[config.mk]
export PLATFORM = sky130hd
export DESIGN_NAME = duc_top
export DESIGN_NICKNAME = d
export VERILOG_FILES = /design/src/pkg/duc_pkg.sv /design/src/pkg/duc_pins_if.sv /design/src/duc_top.sv /design/src/duc_sync.sv /design/src/duc_step.sv
export VERILOG_INCLUDE_DIRS = /design/src /design/src/pkg
export SDC_FILE = /design/constraint.sdc
export NUM_CORES = 1
export LEC_CHECK = 0
export BUFFER_PORTS_ARGS = -buffer_cell sky130_fd_sc_hd__buf_2
export CORE_ASPECT_RATIO = 0.6
export CORE_MARGIN = 4
export CORE_UTILIZATION = 30
export CTS_CLUSTER_SIZE = 10
export DETAILED_ROUTE_END_ITERATION = 8
export GPL_TIMING_DRIVEN = 0
export PLACE_DENSITY = 0.48
export SLEW_MARGIN = 20
export SYNTH_ARGS = -nofsm -noshare
export SYNTH_HDL_FRONTEND = slang
export SYNTH_SLANG_ARGS = --single-unit
[constraint.sdc]
create_clock -name clk -period 2.74 [get_ports clk]
set_clock_uncertainty 0.2 [all_clocks]
set_input_delay 0.274 -clock clk [delete_from_list [all_inputs] [get_ports clk]]
set_output_delay 0.274 -clock clk [all_outputs]
set_load 0.05 [all_outputs]
[src/pkg/duc_map.svh]
// constants for the dual clock up/down counter
//
// Overview of operation
// RL1 - rising up clock with down clock high, no reset or load: count plus one
// RL2 - rising down clock with up clock high, no reset or load: count minus one
// RL3 - decade or 4-bit binary variant; count held in four flip-flops
// RL4 - decade variant counts in 8421 binary-coded decimal
// RL5 - all bits step together from common up and down lines, no ripple
// RL6 - outside logic holds the idle count clock high while counting
// RL7 - lowest bit cannot toggle while either count clock is low
// RL8 - carry and borrow outputs are active low and rest high
// RL9 - carry low while count at maximum and up clock low
// RL10 - borrow low while count is zero and down clock low
// RL11 - carry and borrow repeat clock low phase, usable as next stage clocks
// RL12 - load low with reset low copies preset data into count
// RL13 - reset high forces count to zero, overrides load and clocks
// RL14 - clock low through reset or load: its next rise still counts
// RL15 - counter wraps at limits, decade 9 to 0, binary 15 to 0
`ifndef DUC_MAP_SVH
`define DUC_MAP_SVH

// ************************************************************
// count field
// ************************************************************
`define DUC_CNT_W    4
`define DUC_ZERO     4'h0
`define DUC_ONE      4'h1
`define DUC_DEC_MAX  4'h9
`define DUC_BIN_MAX  4'hF
`define DUC_CNT_RST  4'h0
`define DUC_TC_IDLE  1'b1

// ************************************************************
// synchronised pin vector layout
// ************************************************************
`define DUC_SYNC_W   8
`define DUC_PIN_UP   0
`define DUC_PIN_DN   1
`define DUC_PIN_MR   2
`define DUC_PIN_LDN  3
`define DUC_PIN_PRE  4
`define DUC_SYNC_RST 8'h0B
`define DUC_CLK_IDLE 1'b1

`endif

[src/pkg/duc_pkg.sv]
// types and shared helpers for the dual clock up/down counter
`include "duc_map.svh"
package duc_pkg;

  typedef logic [`DUC_CNT_W-1:0] duc_count_t;

  typedef enum logic [2:0] {
    DUC_HOLD,
    DUC_RESET,
    DUC_LOAD,
    DUC_UP,
    DUC_DOWN
  } duc_mode_t;

  function automatic duc_count_t duc_max(input logic decade);
    duc_max = decade ? `DUC_DEC_MAX : `DUC_BIN_MAX;
  endfunction

endpackage

[src/pkg/duc_pins_if.sv]
// synchronised pin levels passed from the synchroniser to the counter core
`timescale 1ns/1ps
interface duc_pins_if;
  import duc_pkg::*;
  logic       up_lvl;
  logic       down_lvl;
  logic       master_reset_lvl;
  logic       parallel_load_n_lvl;
  duc_count_t preset_lvl;

  modport src (
    output up_lvl,
    output down_lvl,
    output master_reset_lvl,
    output parallel_load_n_lvl,
    output preset_lvl
  );
  modport dst (
    input up_lvl,
    input down_lvl,
    input master_reset_lvl,
    input parallel_load_n_lvl,
    input preset_lvl
  );
endinterface

[src/duc_top.sv]
// dual clock presettable up/down counter, decade or binary variant
`timescale 1ns/1ps
`include "duc_map.svh"
module duc_top
  import duc_pkg::*;
#(
  parameter int WIDTH  = `DUC_CNT_W,
  parameter bit DECADE = 1'b0
)(
  // clock and reset
  input  wire logic       clk,
  input  wire logic       rst,
  // count clocks from the outside logic
  input  wire logic       up_clock,
  input  wire logic       down_clock,
  // override controls
  input  wire logic       master_reset,
  input  wire logic       parallel_load_n,
  input  wire duc_count_t preset_data,
  // counter outputs
  output duc_count_t      count_value,
  output logic            carry_out_n,
  output logic            borrow_out_n
);

  // ************************************************************
  // elaboration check
  // ************************************************************
  if (WIDTH != `DUC_CNT_W) begin : g_bad_width
    $error("duc_top only supports a four bit count");
  end

  // ************************************************************
  // declarations
  // ************************************************************
  duc_pins_if pins ();

  duc_count_t count_reg;
  duc_count_t count_next;
  duc_count_t inc_value;
  duc_count_t dec_value;
  duc_count_t max_value;
  duc_mode_t  mode;
  logic       up_prev_reg;
  logic       down_prev_reg;
  logic       up_rise;
  logic       down_rise;
  logic       hold_lsb;
  logic       carry_reg;
  logic       carry_next;
  logic       borrow_reg;
  logic       borrow_next;

  // ************************************************************
  // pin synchronisers
  // ************************************************************
  duc_sync u_sync (
    .clk             (clk),
    .rst             (rst),
    .up_clock        (up_clock),
    .down_clock      (down_clock),
    .master_reset    (master_reset),
    .parallel_load_n (parallel_load_n),
    .preset_data     (preset_data),
    .pins            (pins.src)
  );

  // ************************************************************
  // step arithmetic
  // ************************************************************
  duc_step #(
    .DECADE (DECADE)
  ) u_step (
    .value_in (count_reg),
    .inc_out  (inc_value),
    .dec_out  (dec_value)
  );

  assign max_value = duc_max(DECADE);

  // ************************************************************
  // count clock edge detection
  // ************************************************************
  // edge history keeps running through reset and load, so a clock that
  // stays low across them still yields a counted rise afterwards
  always_ff @(posedge clk) begin
    if (rst) begin
      up_prev_reg   <= `DUC_CLK_IDLE;
      down_prev_reg <= `DUC_CLK_IDLE;
    end else begin
      up_prev_reg   <= pins.up_lvl; // [RL14]
      down_prev_reg <= pins.down_lvl; // [RL14]
    end
  end

  assign up_rise   = pins.up_lvl & ~up_prev_reg;
  assign down_rise = pins.down_lvl & ~down_prev_reg;

  // ************************************************************
  // mode decode
  // ************************************************************
  // simultaneous rises on both clocks leave the count unchanged
  always_comb begin
    if (pins.master_reset_lvl) begin
      mode = DUC_RESET; // [RL13]
    end else if (!pins.parallel_load_n_lvl) begin
      mode = DUC_LOAD; // [RL12]
    end else if (up_rise && !down_rise) begin
      mode = DUC_UP; // [RL1]
    end else if (down_rise && !up_rise) begin
      mode = DUC_DOWN; // [RL2]
    end else begin
      mode = DUC_HOLD;
    end
  end

  // the other clock low freezes bit 0: counts by two or not at all
  always_comb begin
    case (mode)
      DUC_UP:   hold_lsb = ~pins.down_lvl; // [RL7]
      DUC_DOWN: hold_lsb = ~pins.up_lvl; // [RL7]
      default:  hold_lsb = 1'b0;
    endcase
  end

  // ************************************************************
  // next count
  // ************************************************************
  always_comb begin
    case (mode)
      DUC_RESET: count_next = `DUC_ZERO; // [RL13]
      DUC_LOAD:  count_next = pins.preset_lvl; // [RL12]
      DUC_UP:    count_next = inc_value; // [RL1] [RL4] [RL15]
      DUC_DOWN:  count_next = dec_value; // [RL2] [RL4] [RL15]
      DUC_HOLD:  count_next = count_reg;
      default:   count_next = count_reg;
    endcase
    if (hold_lsb) begin
      count_next[0] = count_reg[0]; // [RL7]
    end
  end

  // all four bits load on one edge, never one after another
  always_ff @(posedge clk) begin
    if (rst) begin
      count_reg <= `DUC_CNT_RST;
    end else begin
      count_reg <= count_next; // [RL3] [RL5]
    end
  end

  // ************************************************************
  // terminal count outputs
  // ************************************************************
  // formed from next count and present clock level so they line up
  // with the count register and the edge history in the same cycle
  assign carry_next  = ~((count_next == max_value) & ~pins.up_lvl); // [RL9] [RL11]
  assign borrow_next = ~((count_next == `DUC_ZERO) & ~pins.down_lvl); // [RL10] [RL11]

  always_ff @(posedge clk) begin
    if (rst) begin
      carry_reg  <= `DUC_TC_IDLE;
      borrow_reg <= `DUC_TC_IDLE;
    end else begin
      carry_reg  <= carry_next; // [RL8]
      borrow_reg <= borrow_next; // [RL8]
    end
  end

  assign count_value  = count_reg;
  assign carry_out_n  = carry_reg;
  assign borrow_out_n = borrow_reg;

  // ************************************************************
  // assertions
  // ************************************************************
  property p_count_up;
    @(posedge clk) disable iff (rst)
      (up_rise && pins.down_lvl && !down_rise && !pins.master_reset_lvl
       && pins.parallel_load_n_lvl)
      |=> (count_reg == (($past(count_reg) == max_value) ? `DUC_ZERO
                         : duc_count_t'($past(count_reg) + `DUC_ONE)));
  endproperty
  a_count_up: assert property (p_count_up) // [RL1]
    else $error("up step did not add one");

  property p_count_down;
    @(posedge clk) disable iff (rst)
      (down_rise && pins.up_lvl && !up_rise && !pins.master_reset_lvl
       && pins.parallel_load_n_lvl)
      |=> (count_reg == (($past(count_reg) == `DUC_ZERO) ? max_value
                         : duc_count_t'($past(count_reg) - `DUC_ONE)));
  endproperty
  a_count_down: assert property (p_count_down) // [RL2]
    else $error("down step did not subtract one");

  property p_decade_range;
    @(posedge clk) disable iff (rst)
      (DECADE && count_reg <= `DUC_DEC_MAX && pins.parallel_load_n_lvl)
      |=> (count_reg <= `DUC_DEC_MAX);
  endproperty
  a_decade_range: assert property (p_decade_range) // [RL4]
    else $error("decade count left 0 to 9");

  property p_no_spurious_change;
    @(posedge clk) disable iff (rst)
      (!$stable(count_reg))
      |-> $past(up_rise || down_rise || pins.master_reset_lvl
                || !pins.parallel_load_n_lvl);
  endproperty
  a_no_spurious_change: assert property (p_no_spurious_change) // [RL5]
    else $error("count changed with no cause");

  property p_lsb_frozen;
    @(posedge clk) disable iff (rst)
      ((up_rise && !pins.down_lvl) || (down_rise && !pins.up_lvl))
      && !pins.master_reset_lvl && pins.parallel_load_n_lvl
      |=> (count_reg[0] == $past(count_reg[0]));
  endproperty
  a_lsb_frozen: assert property (p_lsb_frozen) // [RL7]
    else $error("bit 0 toggled with a count clock low");

  property p_carry;
    @(posedge clk) disable iff (rst)
      carry_out_n == !((count_value == max_value) && !up_prev_reg);
  endproperty
  a_carry: assert property (p_carry) // [RL9]
    else $error("carry out wrong for count and up clock");

  property p_borrow;
    @(posedge clk) disable iff (rst)
      borrow_out_n == !((count_value == `DUC_ZERO) && !down_prev_reg);
  endproperty
  a_borrow: assert property (p_borrow) // [RL10]
    else $error("borrow out wrong for count and down clock");

  property p_carry_rises;
    @(posedge clk) disable iff (rst)
      (!carry_out_n && pins.up_lvl) |=> carry_out_n;
  endproperty
  a_carry_rises: assert property (p_carry_rises) // [RL11]
    else $error("carry did not release with up clock");

  property p_borrow_rises;
    @(posedge clk) disable iff (rst)
      (!borrow_out_n && pins.down_lvl) |=> borrow_out_n;
  endproperty
  a_borrow_rises: assert property (p_borrow_rises) // [RL11]
    else $error("borrow did not release with down clock");

  property p_hold;
    @(posedge clk) disable iff (rst)
      (mode == DUC_HOLD) |=> $stable(count_reg);
  endproperty
  a_hold: assert property (p_hold) // [RL5]
    else $error("count moved without a count event");

  property p_load;
    @(posedge clk) disable iff (rst)
      (!pins.master_reset_lvl && !pins.parallel_load_n_lvl)
      |=> (count_reg == $past(pins.preset_lvl));
  endproperty
  a_load: assert property (p_load) // [RL12]
    else $error("preset data not loaded");

  property p_reset;
    @(posedge clk) disable iff (rst)
      pins.master_reset_lvl |=> (count_reg == `DUC_ZERO) && borrow_out_n == !(!down_prev_reg);
  endproperty
  a_reset: assert property (p_reset) // [RL13]
    else $error("master reset did not clear count");

  property p_idle_high;
    @(posedge clk) disable iff (rst)
      (up_prev_reg && down_prev_reg) |-> (carry_out_n && borrow_out_n);
  endproperty
  a_idle_high: assert property (p_idle_high) // [RL8]
    else $error("terminal count low with clocks high");

  property p_wrap_up;
    @(posedge clk) disable iff (rst)
      (mode == DUC_UP && pins.down_lvl && count_reg == max_value)
      |=> (count_reg == `DUC_ZERO);
  endproperty
  a_wrap_up: assert property (p_wrap_up) // [RL15]
    else $error("up count did not wrap to zero");

  property p_low_through_load;
    @(posedge clk) disable iff (rst)
      (!pins.up_lvl && !pins.parallel_load_n_lvl) ##1
      (!pins.up_lvl && pins.parallel_load_n_lvl && !pins.master_reset_lvl)
      |-> !up_prev_reg;
  endproperty
  a_low_through_load: assert property (p_low_through_load) // [RL14]
    else $error("edge history lost across load");

  // ************************************************************
  // coverage
  // ************************************************************
  c_up_step:   cover property (@(posedge clk) disable iff (rst) mode == DUC_UP);
  c_down_step: cover property (@(posedge clk) disable iff (rst) mode == DUC_DOWN);
  c_load:      cover property (@(posedge clk) disable iff (rst) mode == DUC_LOAD);
  c_carry:     cover property (@(posedge clk) disable iff (rst) $fell(carry_out_n));
  c_borrow:    cover property (@(posedge clk) disable iff (rst) $fell(borrow_out_n));

endmodule // duc_top

[src/duc_sync.sv]
// two-stage synchroniser for every pin of the counter
`timescale 1ns/1ps
`include "duc_map.svh"
module duc_sync
  import duc_pkg::*;
(
  // clock and reset
  input  wire logic       clk,
  input  wire logic       rst,
  // raw pins
  input  wire logic       up_clock,
  input  wire logic       down_clock,
  input  wire logic       master_reset,
  input  wire logic       parallel_load_n,
  input  wire duc_count_t preset_data,
  // synchronised levels
  duc_pins_if.src         pins
);

  logic [`DUC_SYNC_W-1:0] raw_vec;
  logic [`DUC_SYNC_W-1:0] meta_reg;
  logic [`DUC_SYNC_W-1:0] sync_reg;
  localparam logic [`DUC_SYNC_W-1:0] RST_VEC = `DUC_SYNC_RST;

  assign raw_vec = {preset_data, parallel_load_n, master_reset, down_clock, up_clock};

  // first stage feeds only the second stage
  for (genvar i = 0; i < `DUC_SYNC_W; i++) begin : g_bit
    always_ff @(posedge clk) begin
      if (rst) begin
        meta_reg[i] <= RST_VEC[i];
        sync_reg[i] <= RST_VEC[i];
      end else begin
        meta_reg[i] <= raw_vec[i];
        sync_reg[i] <= meta_reg[i];
      end
    end
  end

  assign pins.up_lvl              = sync_reg[`DUC_PIN_UP];
  assign pins.down_lvl            = sync_reg[`DUC_PIN_DN];
  assign pins.master_reset_lvl    = sync_reg[`DUC_PIN_MR];
  assign pins.parallel_load_n_lvl = sync_reg[`DUC_PIN_LDN];
  assign pins.preset_lvl          = sync_reg[`DUC_PIN_PRE +: `DUC_CNT_W];

endmodule // duc_sync

[src/duc_step.sv]
// next-up and next-down values for one count step
`timescale 1ns/1ps
`include "duc_map.svh"
module duc_step
  import duc_pkg::*;
#(
  parameter bit DECADE = 1'b0
)(
  // present count
  input  wire duc_count_t value_in,
  // step results
  output duc_count_t      inc_out,
  output duc_count_t      dec_out
);

  duc_count_t top_val;
  assign top_val = duc_max(DECADE);

  // out-of-range decade presets simply climb to 15 and wrap to 0
  always_comb begin
    if (value_in == top_val) begin // [RL15]
      inc_out = `DUC_ZERO;
    end else begin
      inc_out = value_in + `DUC_ONE;
    end
    if (value_in == `DUC_ZERO) begin // [RL15]
      dec_out = top_val;
    end else begin
      dec_out = value_in - `DUC_ONE;
    end
  end

endmodule // duc_step

==> flow_summary.toml, run 1 <==
[global_route]
first_global_vias = 702
track_usage_pct = 9.609
grt-ovfl-total = 0
grt_first_pass_wirelength_um = 3139
antenna_found_initial = 0
grt_max_degree = 15

[timing]
tightest_slew_ns = 0.4338
maxSlewViolCount = 0
min_period_over_period_pct = 80.37
relSlewSlack_pct = 71.08
fin_setup_tns_ns = 0
max_freq_mhz = 454.1
hold_viol = 0
hold_ws_ns = 0.01919
finalSetupViolations = 0
layout_setup_ws_ns = 0.5378
rsz0062_at_grt = "no"
period_needed_ns = 2.202

[route]
dr.pass1.iters = 4
drt-total-wl_um = 1852
drt-vias-per-instance = 4.753
avgRoutedWirePerCell_um = 11.43
vias = 770
drc_errors = 0
drt_iter0_markers = 41
drtAntennaViolNets = 0

[flow_run]
cap_viol_max_count = 0

[yosys]
synthesis.nets = 110
ys_types = 36
ys.flop_type = "dfxtp_1"
post_synth.cell_area_avg_um2 = 9.741
async_flop_share_pct = 0
synth_edf_count = 0
syn_inst = 98
synthesis.area_um2 = 954.7
ys_seq_elements = 24
yosysSeqAreaShare_pct = 50.33
ys_warn_count = 0

[status]
status = "finished, final reports clean"

[power_and_ir_drop]
peakVddDrop_mv = 0.3137
leakagePower_nw = 0.4958
power_w = 0.0007615
p_per_area_nw_per_um2 = 643.3

[worst_setup_path]
cp.required_ns = 2.68
startpoint_type = "flop"
path_max_fanout = 9
cp-end-kind = "flop"
crit_type = "flop to flop"
worstPathArrival_ns = 2.14
rrSetupSlack_ns = 0.54

[cts]
cts_root_buffer = "clkbuf_8"
clk_latency_ns = 0.26
cts_made_buffers = 3
cts_resized = 0
cts_hold_buf = 3
htreeDepth = 1
cts.sinks = 24
cts.path.max_buffers = 2
clk_pin_slew_ns = 0.08
cts_setup_buffers = 0
cts_tree = "built"

[place]
hpwlAfterDp_um = 1363
pre_cts_slack_ns = 0.6077
io_buffers = 15
gp_congestion = 0.7636

[finish]
largest_reg_flops = 8
final_nets = 133
multi_input_area_um2 = 450.4
antenna_cells = 0
layout-drive-gt1-share_pct = 28.33
syn2layout_area_growth_pct = 23.98
final-seq-area_um2 = 480.5
fill_cells = 321
final_cell_mix = "24 x dfxtp_1, 16 x buf_2, 13 x nor2_1"
final_common_cell = "dfxtp_1"

[die]
initial_core_util_pct = 32.19
die_h_um = 51.70
fp-row-count = 15
die_area_um2 = 4178
die_width_um = 80.83
io_pins = 16
core_um2 = 2965

[hold_path]
hold_path.class = "input port to flop"
## area by class of cell
type / instances / share of cell area (%)
Sequential cell: 24 / 40.59
Clock buffer: 3 / 3.488
Multi-Input combinational cell: 68 / 38.05
Clock inverter: 1 / 2.537
Inverter: 3 / 0.9514
Timing Repair Buffer: 18 / 8.879
Tap cell: 42 / 4.440
Buffer: 3 / 1.057
## path summary, 6_finish.rpt
| path | start | endpoint | cells past startpoint |
|---|---|---|---|
| worst max register to register | count_value[0] | carry_out_n | 6 |
| worst max-delay path | count_value[0] | carry_out_n | 6 |
| worst min-delay path | preset_data[0] | u_sync.meta_reg[4] | 2 |
| worst min register to register | u_sync.meta_reg[1] | u_sync.pins.down_lvl | 1 |
## where the power goes
group	total (W)	leakage (nW)	internal, W	switching [W]
clock	0.000303	0.0357	0.000195	0.000108
combinational	0.0000818	0.262	0.0000371	0.0000448
sequential	0.000376	0.198	0.000364	0.0000120
## logic make-up after synthesis
| family | Yosys count | share of synthesized area, % |
|---|---|---|
| AOI/OAI and AO/OA | 18 | 14.55 |
| xor gates and xnor gates | 1 | 0.9176 |
| adders and majority gates | 3 | 3.669 |
| buffers and inverters | 6 | 2.490 |
| DFF | 24 | 50.33 |
| and+or+nand+nor | 46 | 28.05 |
## critical path, stage by stage (launching register included)
cell and delay, ns:
dfxtp_1 0.50, inv_1 0.08, ha_1 0.24, and3_1 0.17
o21ai_0 0.21, a32oi_1 0.16, or4_1 0.52
## routing by layer
layer	wire, um	track usage (%)	part of all wire, %	up-vias
li1	-	-	-	385
met1	890	12.46	48	345
met2	793	16.21	43	38
met3	161	3.114	8.7	2
met4	7	0.8427	0.38	0
met5	0	0	0	-
## metrics by stage
| stage | cells | utilization, % | area (um2) |
|---|---|---|---|
| floorplan | 98 | - | 954.7 |
| global route | 162 | 39.92 | 1184 |
| finish | 162 | 39.92 | 1184 |
| CTS | 162 | 39.92 | 1184 |
| detailed placement | 155 | 36.50 | 1082 |
| global placement | 155 | 36.50 | 1082 |
## synth_stat cells, types with 2 or more instances
master / n / area share, %
nor2b_1: 11 / 7.2
nand4_1: 2 / 1.3
nor2_1: 13 / 5.1
inv_1: 3 / 1.2
clkbuf_1: 2 / 0.79
dfxtp_1: 24 / 50
a21oi_1: 3 / 1.6
or2_2: 8 / 5.2
a32o_1: 2 / 2.1
ha_1: 2 / 2.6
o21ai_0: 3 / 1.6
No activity file was read; power rests on OpenSTA's default activity.
==> run 2, diff against run 1 <==
--- a/config.mk
+++ b/config.mk
@@ -13,7 +13,7 @@
 export CTS_CLUSTER_SIZE = 10
 export DETAILED_ROUTE_END_ITERATION = 8
 export GPL_TIMING_DRIVEN = 0
-export PLACE_DENSITY = 0.48
+export PLACE_DENSITY = 0.5
 export SLEW_MARGIN = 20
 export SYNTH_ARGS = -nofsm -noshare
 export SYNTH_HDL_FRONTEND = slang
==> constraint.sdc (replaced) <==
create_clock -name clk -period 1.9 [get_ports clk]
set_clock_uncertainty 0.2 [all_clocks]
set_input_delay 0.19 -clock clk [delete_from_list [all_inputs] [get_ports clk]]
set_output_delay 0.19 -clock clk [all_outputs]
set_load 0.05 [all_outputs]
==> run 2 against run 1 <==
Net effect:
- sequential power grew 45%
- via count grew 1.7%
- maximum frequency grew 13%
- first-iteration DRC count grew 39%
- the run now ends with setup timing left
- total power grew 35%
- sequential share of layout area shrank 3.4 points
- die area is the same
- cell count grew 5.6%
- non-clock buffer count grew 9
- highest routed layer unchanged
- final area grew 13%
==> flow_summary.toml, run 2 (synthesis gave the netlist of run 1 again) <==
[worst_setup_path]
worstPathArrival_ns = 1.88
rrSetupSlack_ns = -0.05
startpoint_type = "flop"
cp.required_ns = 1.84
path_max_fanout = 8
crit_type = "flop to flop"
cp-end-kind = "flop"
r2r_cells = 5

[timing]
relSlewSlack_pct = 70.68
maxSlewViolCount = 0
hold_ws_ns = 0.2131
max_freq_mhz = 513.5
hold_viol = 0
tightest_slew_ns = 0.4399
min_period_over_period_pct = 102.5
layout_setup_ws_ns = -0.04742
period_needed_ns = 1.947
fin_setup_tns_ns = -0.04742
finalSetupViolations = 1
rsz0062_at_grt = "yes"

[cts]
cts.path.max_buffers = 2
cts_tree = "built"
clk_latency_ns = 0.26
cts_made_buffers = 3
cts.sinks = 24
cts_root_buffer = "clkbuf_8"
clk_pin_slew_ns = 0.08
htreeDepth = 1

[global_route]
first_global_vias = 677
grtUsageMet1_pct = 13.12
track_usage_pct = 10.06
grt-busiest-layer = "met2"
antenna_found_initial = 0
grt_first_pass_wirelength_um = 3208
grt_util_met3_pct = 3.806
grt_max_degree = 14
grt-ovfl-total = 0
use_met2_pct = 15.67

[route]
dr.pass1.iters = 4
drtAntennaViolNets = 0
avgRoutedWirePerCell_um = 11.43
drt-vias-per-instance = 4.579
drc_errors = 0
vias = 783
drt-total-wl_um = 1954
drt_iter0_markers = 57

[hold_path]
hold_path.class = "flop to flop"
hold_depth = 1

[power_and_ir_drop]
p_sw_share_pct = 23.43
power_frac_comb_pct = 14.7
p_sw_w = 0.0002404
p_per_area_nw_per_um2 = 767.2
peakVddDrop_mv = 0.5149
leakagePower_nw = 0.5562
seq_power_share_pct = 53.1
clkPwrFrac_pct = 32.3
p_int_w = 0.0007857

[finish]
syn2layout_area_growth_pct = 40.10
layout-drive-gt1-share_pct = 42.64
final_common_cell = "dfxtp_1"
antenna_cells = 0
final_nets = 142
largest_reg_flops = 8
final_cell_mix = "18 x dfxtp_1, 15 x buf_2, 12 x nor2_1"
final_area_um2 = 1338

[place]
io_buffers = 15
gp_congestion = 0.6926
hpwlAfterDp_um = 1325
placed_area_um2 = 1121

[die]
die_h_um = 51.70
core_um2 = 2965
fp-row-count = 15
initial_core_util_pct = 32.19
io_pins = 16
die_width_um = 80.83
die_area_um2 = 4178

[status]
status = "finished, violations left"
violations = "setup timing"

[flow_run]
cap_viol_max_count = 0
run 2: power groups by stage:
stage / Sequential, W / Clock [W] / Combinational, W
CTS: 0.000544 / 0.000349 / 0.000137
global placement: 0.000554 / 0 / 0.000117
floorplan: 0.000570 / 0 / 0.0000692
detailed placement: 0.000555 / 0 / 0.000118
finish: 0.000544 / 0.000331 / 0.000151
global route: 0.000548 / 0.000368 / 0.000166
run 2: repair_timing:
| action | 4_1_cts | 5_1_grt |
|---|---|---|
| setup buffers | 1 | 2 |
| pin swaps | 3 | 7 |
| setup endpoints to repair | 3 | 3 |
| endpoints found under the hold margin | 10 | 0 |
| gates resized for setup | 7 | 7 |
| hold buffers | 9 | 0 |
run 2: per-stage QoR:
| stage | instances | power, W | util, % | setup slack, ns |
|---|---|---|---|---|
| floorplan | 98 | 0.0006390 | - | -0.0008862 |
| global placement | 155 | 0.0006713 | 37.81 | -0.09482 |
| detailed placement | 155 | 0.0006732 | 37.81 | -0.08619 |
| CTS | 169 | 0.001030 | 43.50 | -0.03922 |
| global route | 171 | 0.001082 | 45.11 | -0.1108 |
| finish | 171 | 0.001026 | 45.11 | -0.04742 |
run 2: area by class of cell:
type                            instances  area (um2)
Buffer                                  3       15.01
Timing Repair Buffer                   27       187.7
Multi-Input combinational cell         68       515.5
Fill cell                             309        1628
Sequential cell                        24       498.0
Inverter                                3       13.76
Clock buffer                            4       55.05
Tap cell                               42       52.55
run 2: critical path, stage by stage (launching register included):
cell and delay (ns):
dfxtp_4 0.41, ha_2 0.21, nor3b_2 0.20, or3_1 0.15, a32oi_2 0.13, or4_1 0.52
run 2: path summary, 6_finish.rpt:
check / from / endpoint
max: count_value[1] / carry_out_n
min: u_sync.meta_reg[3] / u_sync.pins.parallel_load_n_lvl
max reg2reg: count_value[1] / carry_out_n
min reg2reg: u_sync.meta_reg[3] / u_sync.pins.parallel_load_n_lvl
run 2: metal layers:
layer	wire (um)	up-vias
met5	0	-
met4	13	0
met3	121	2
met2	868	19
met1	951	356
li1	-	406
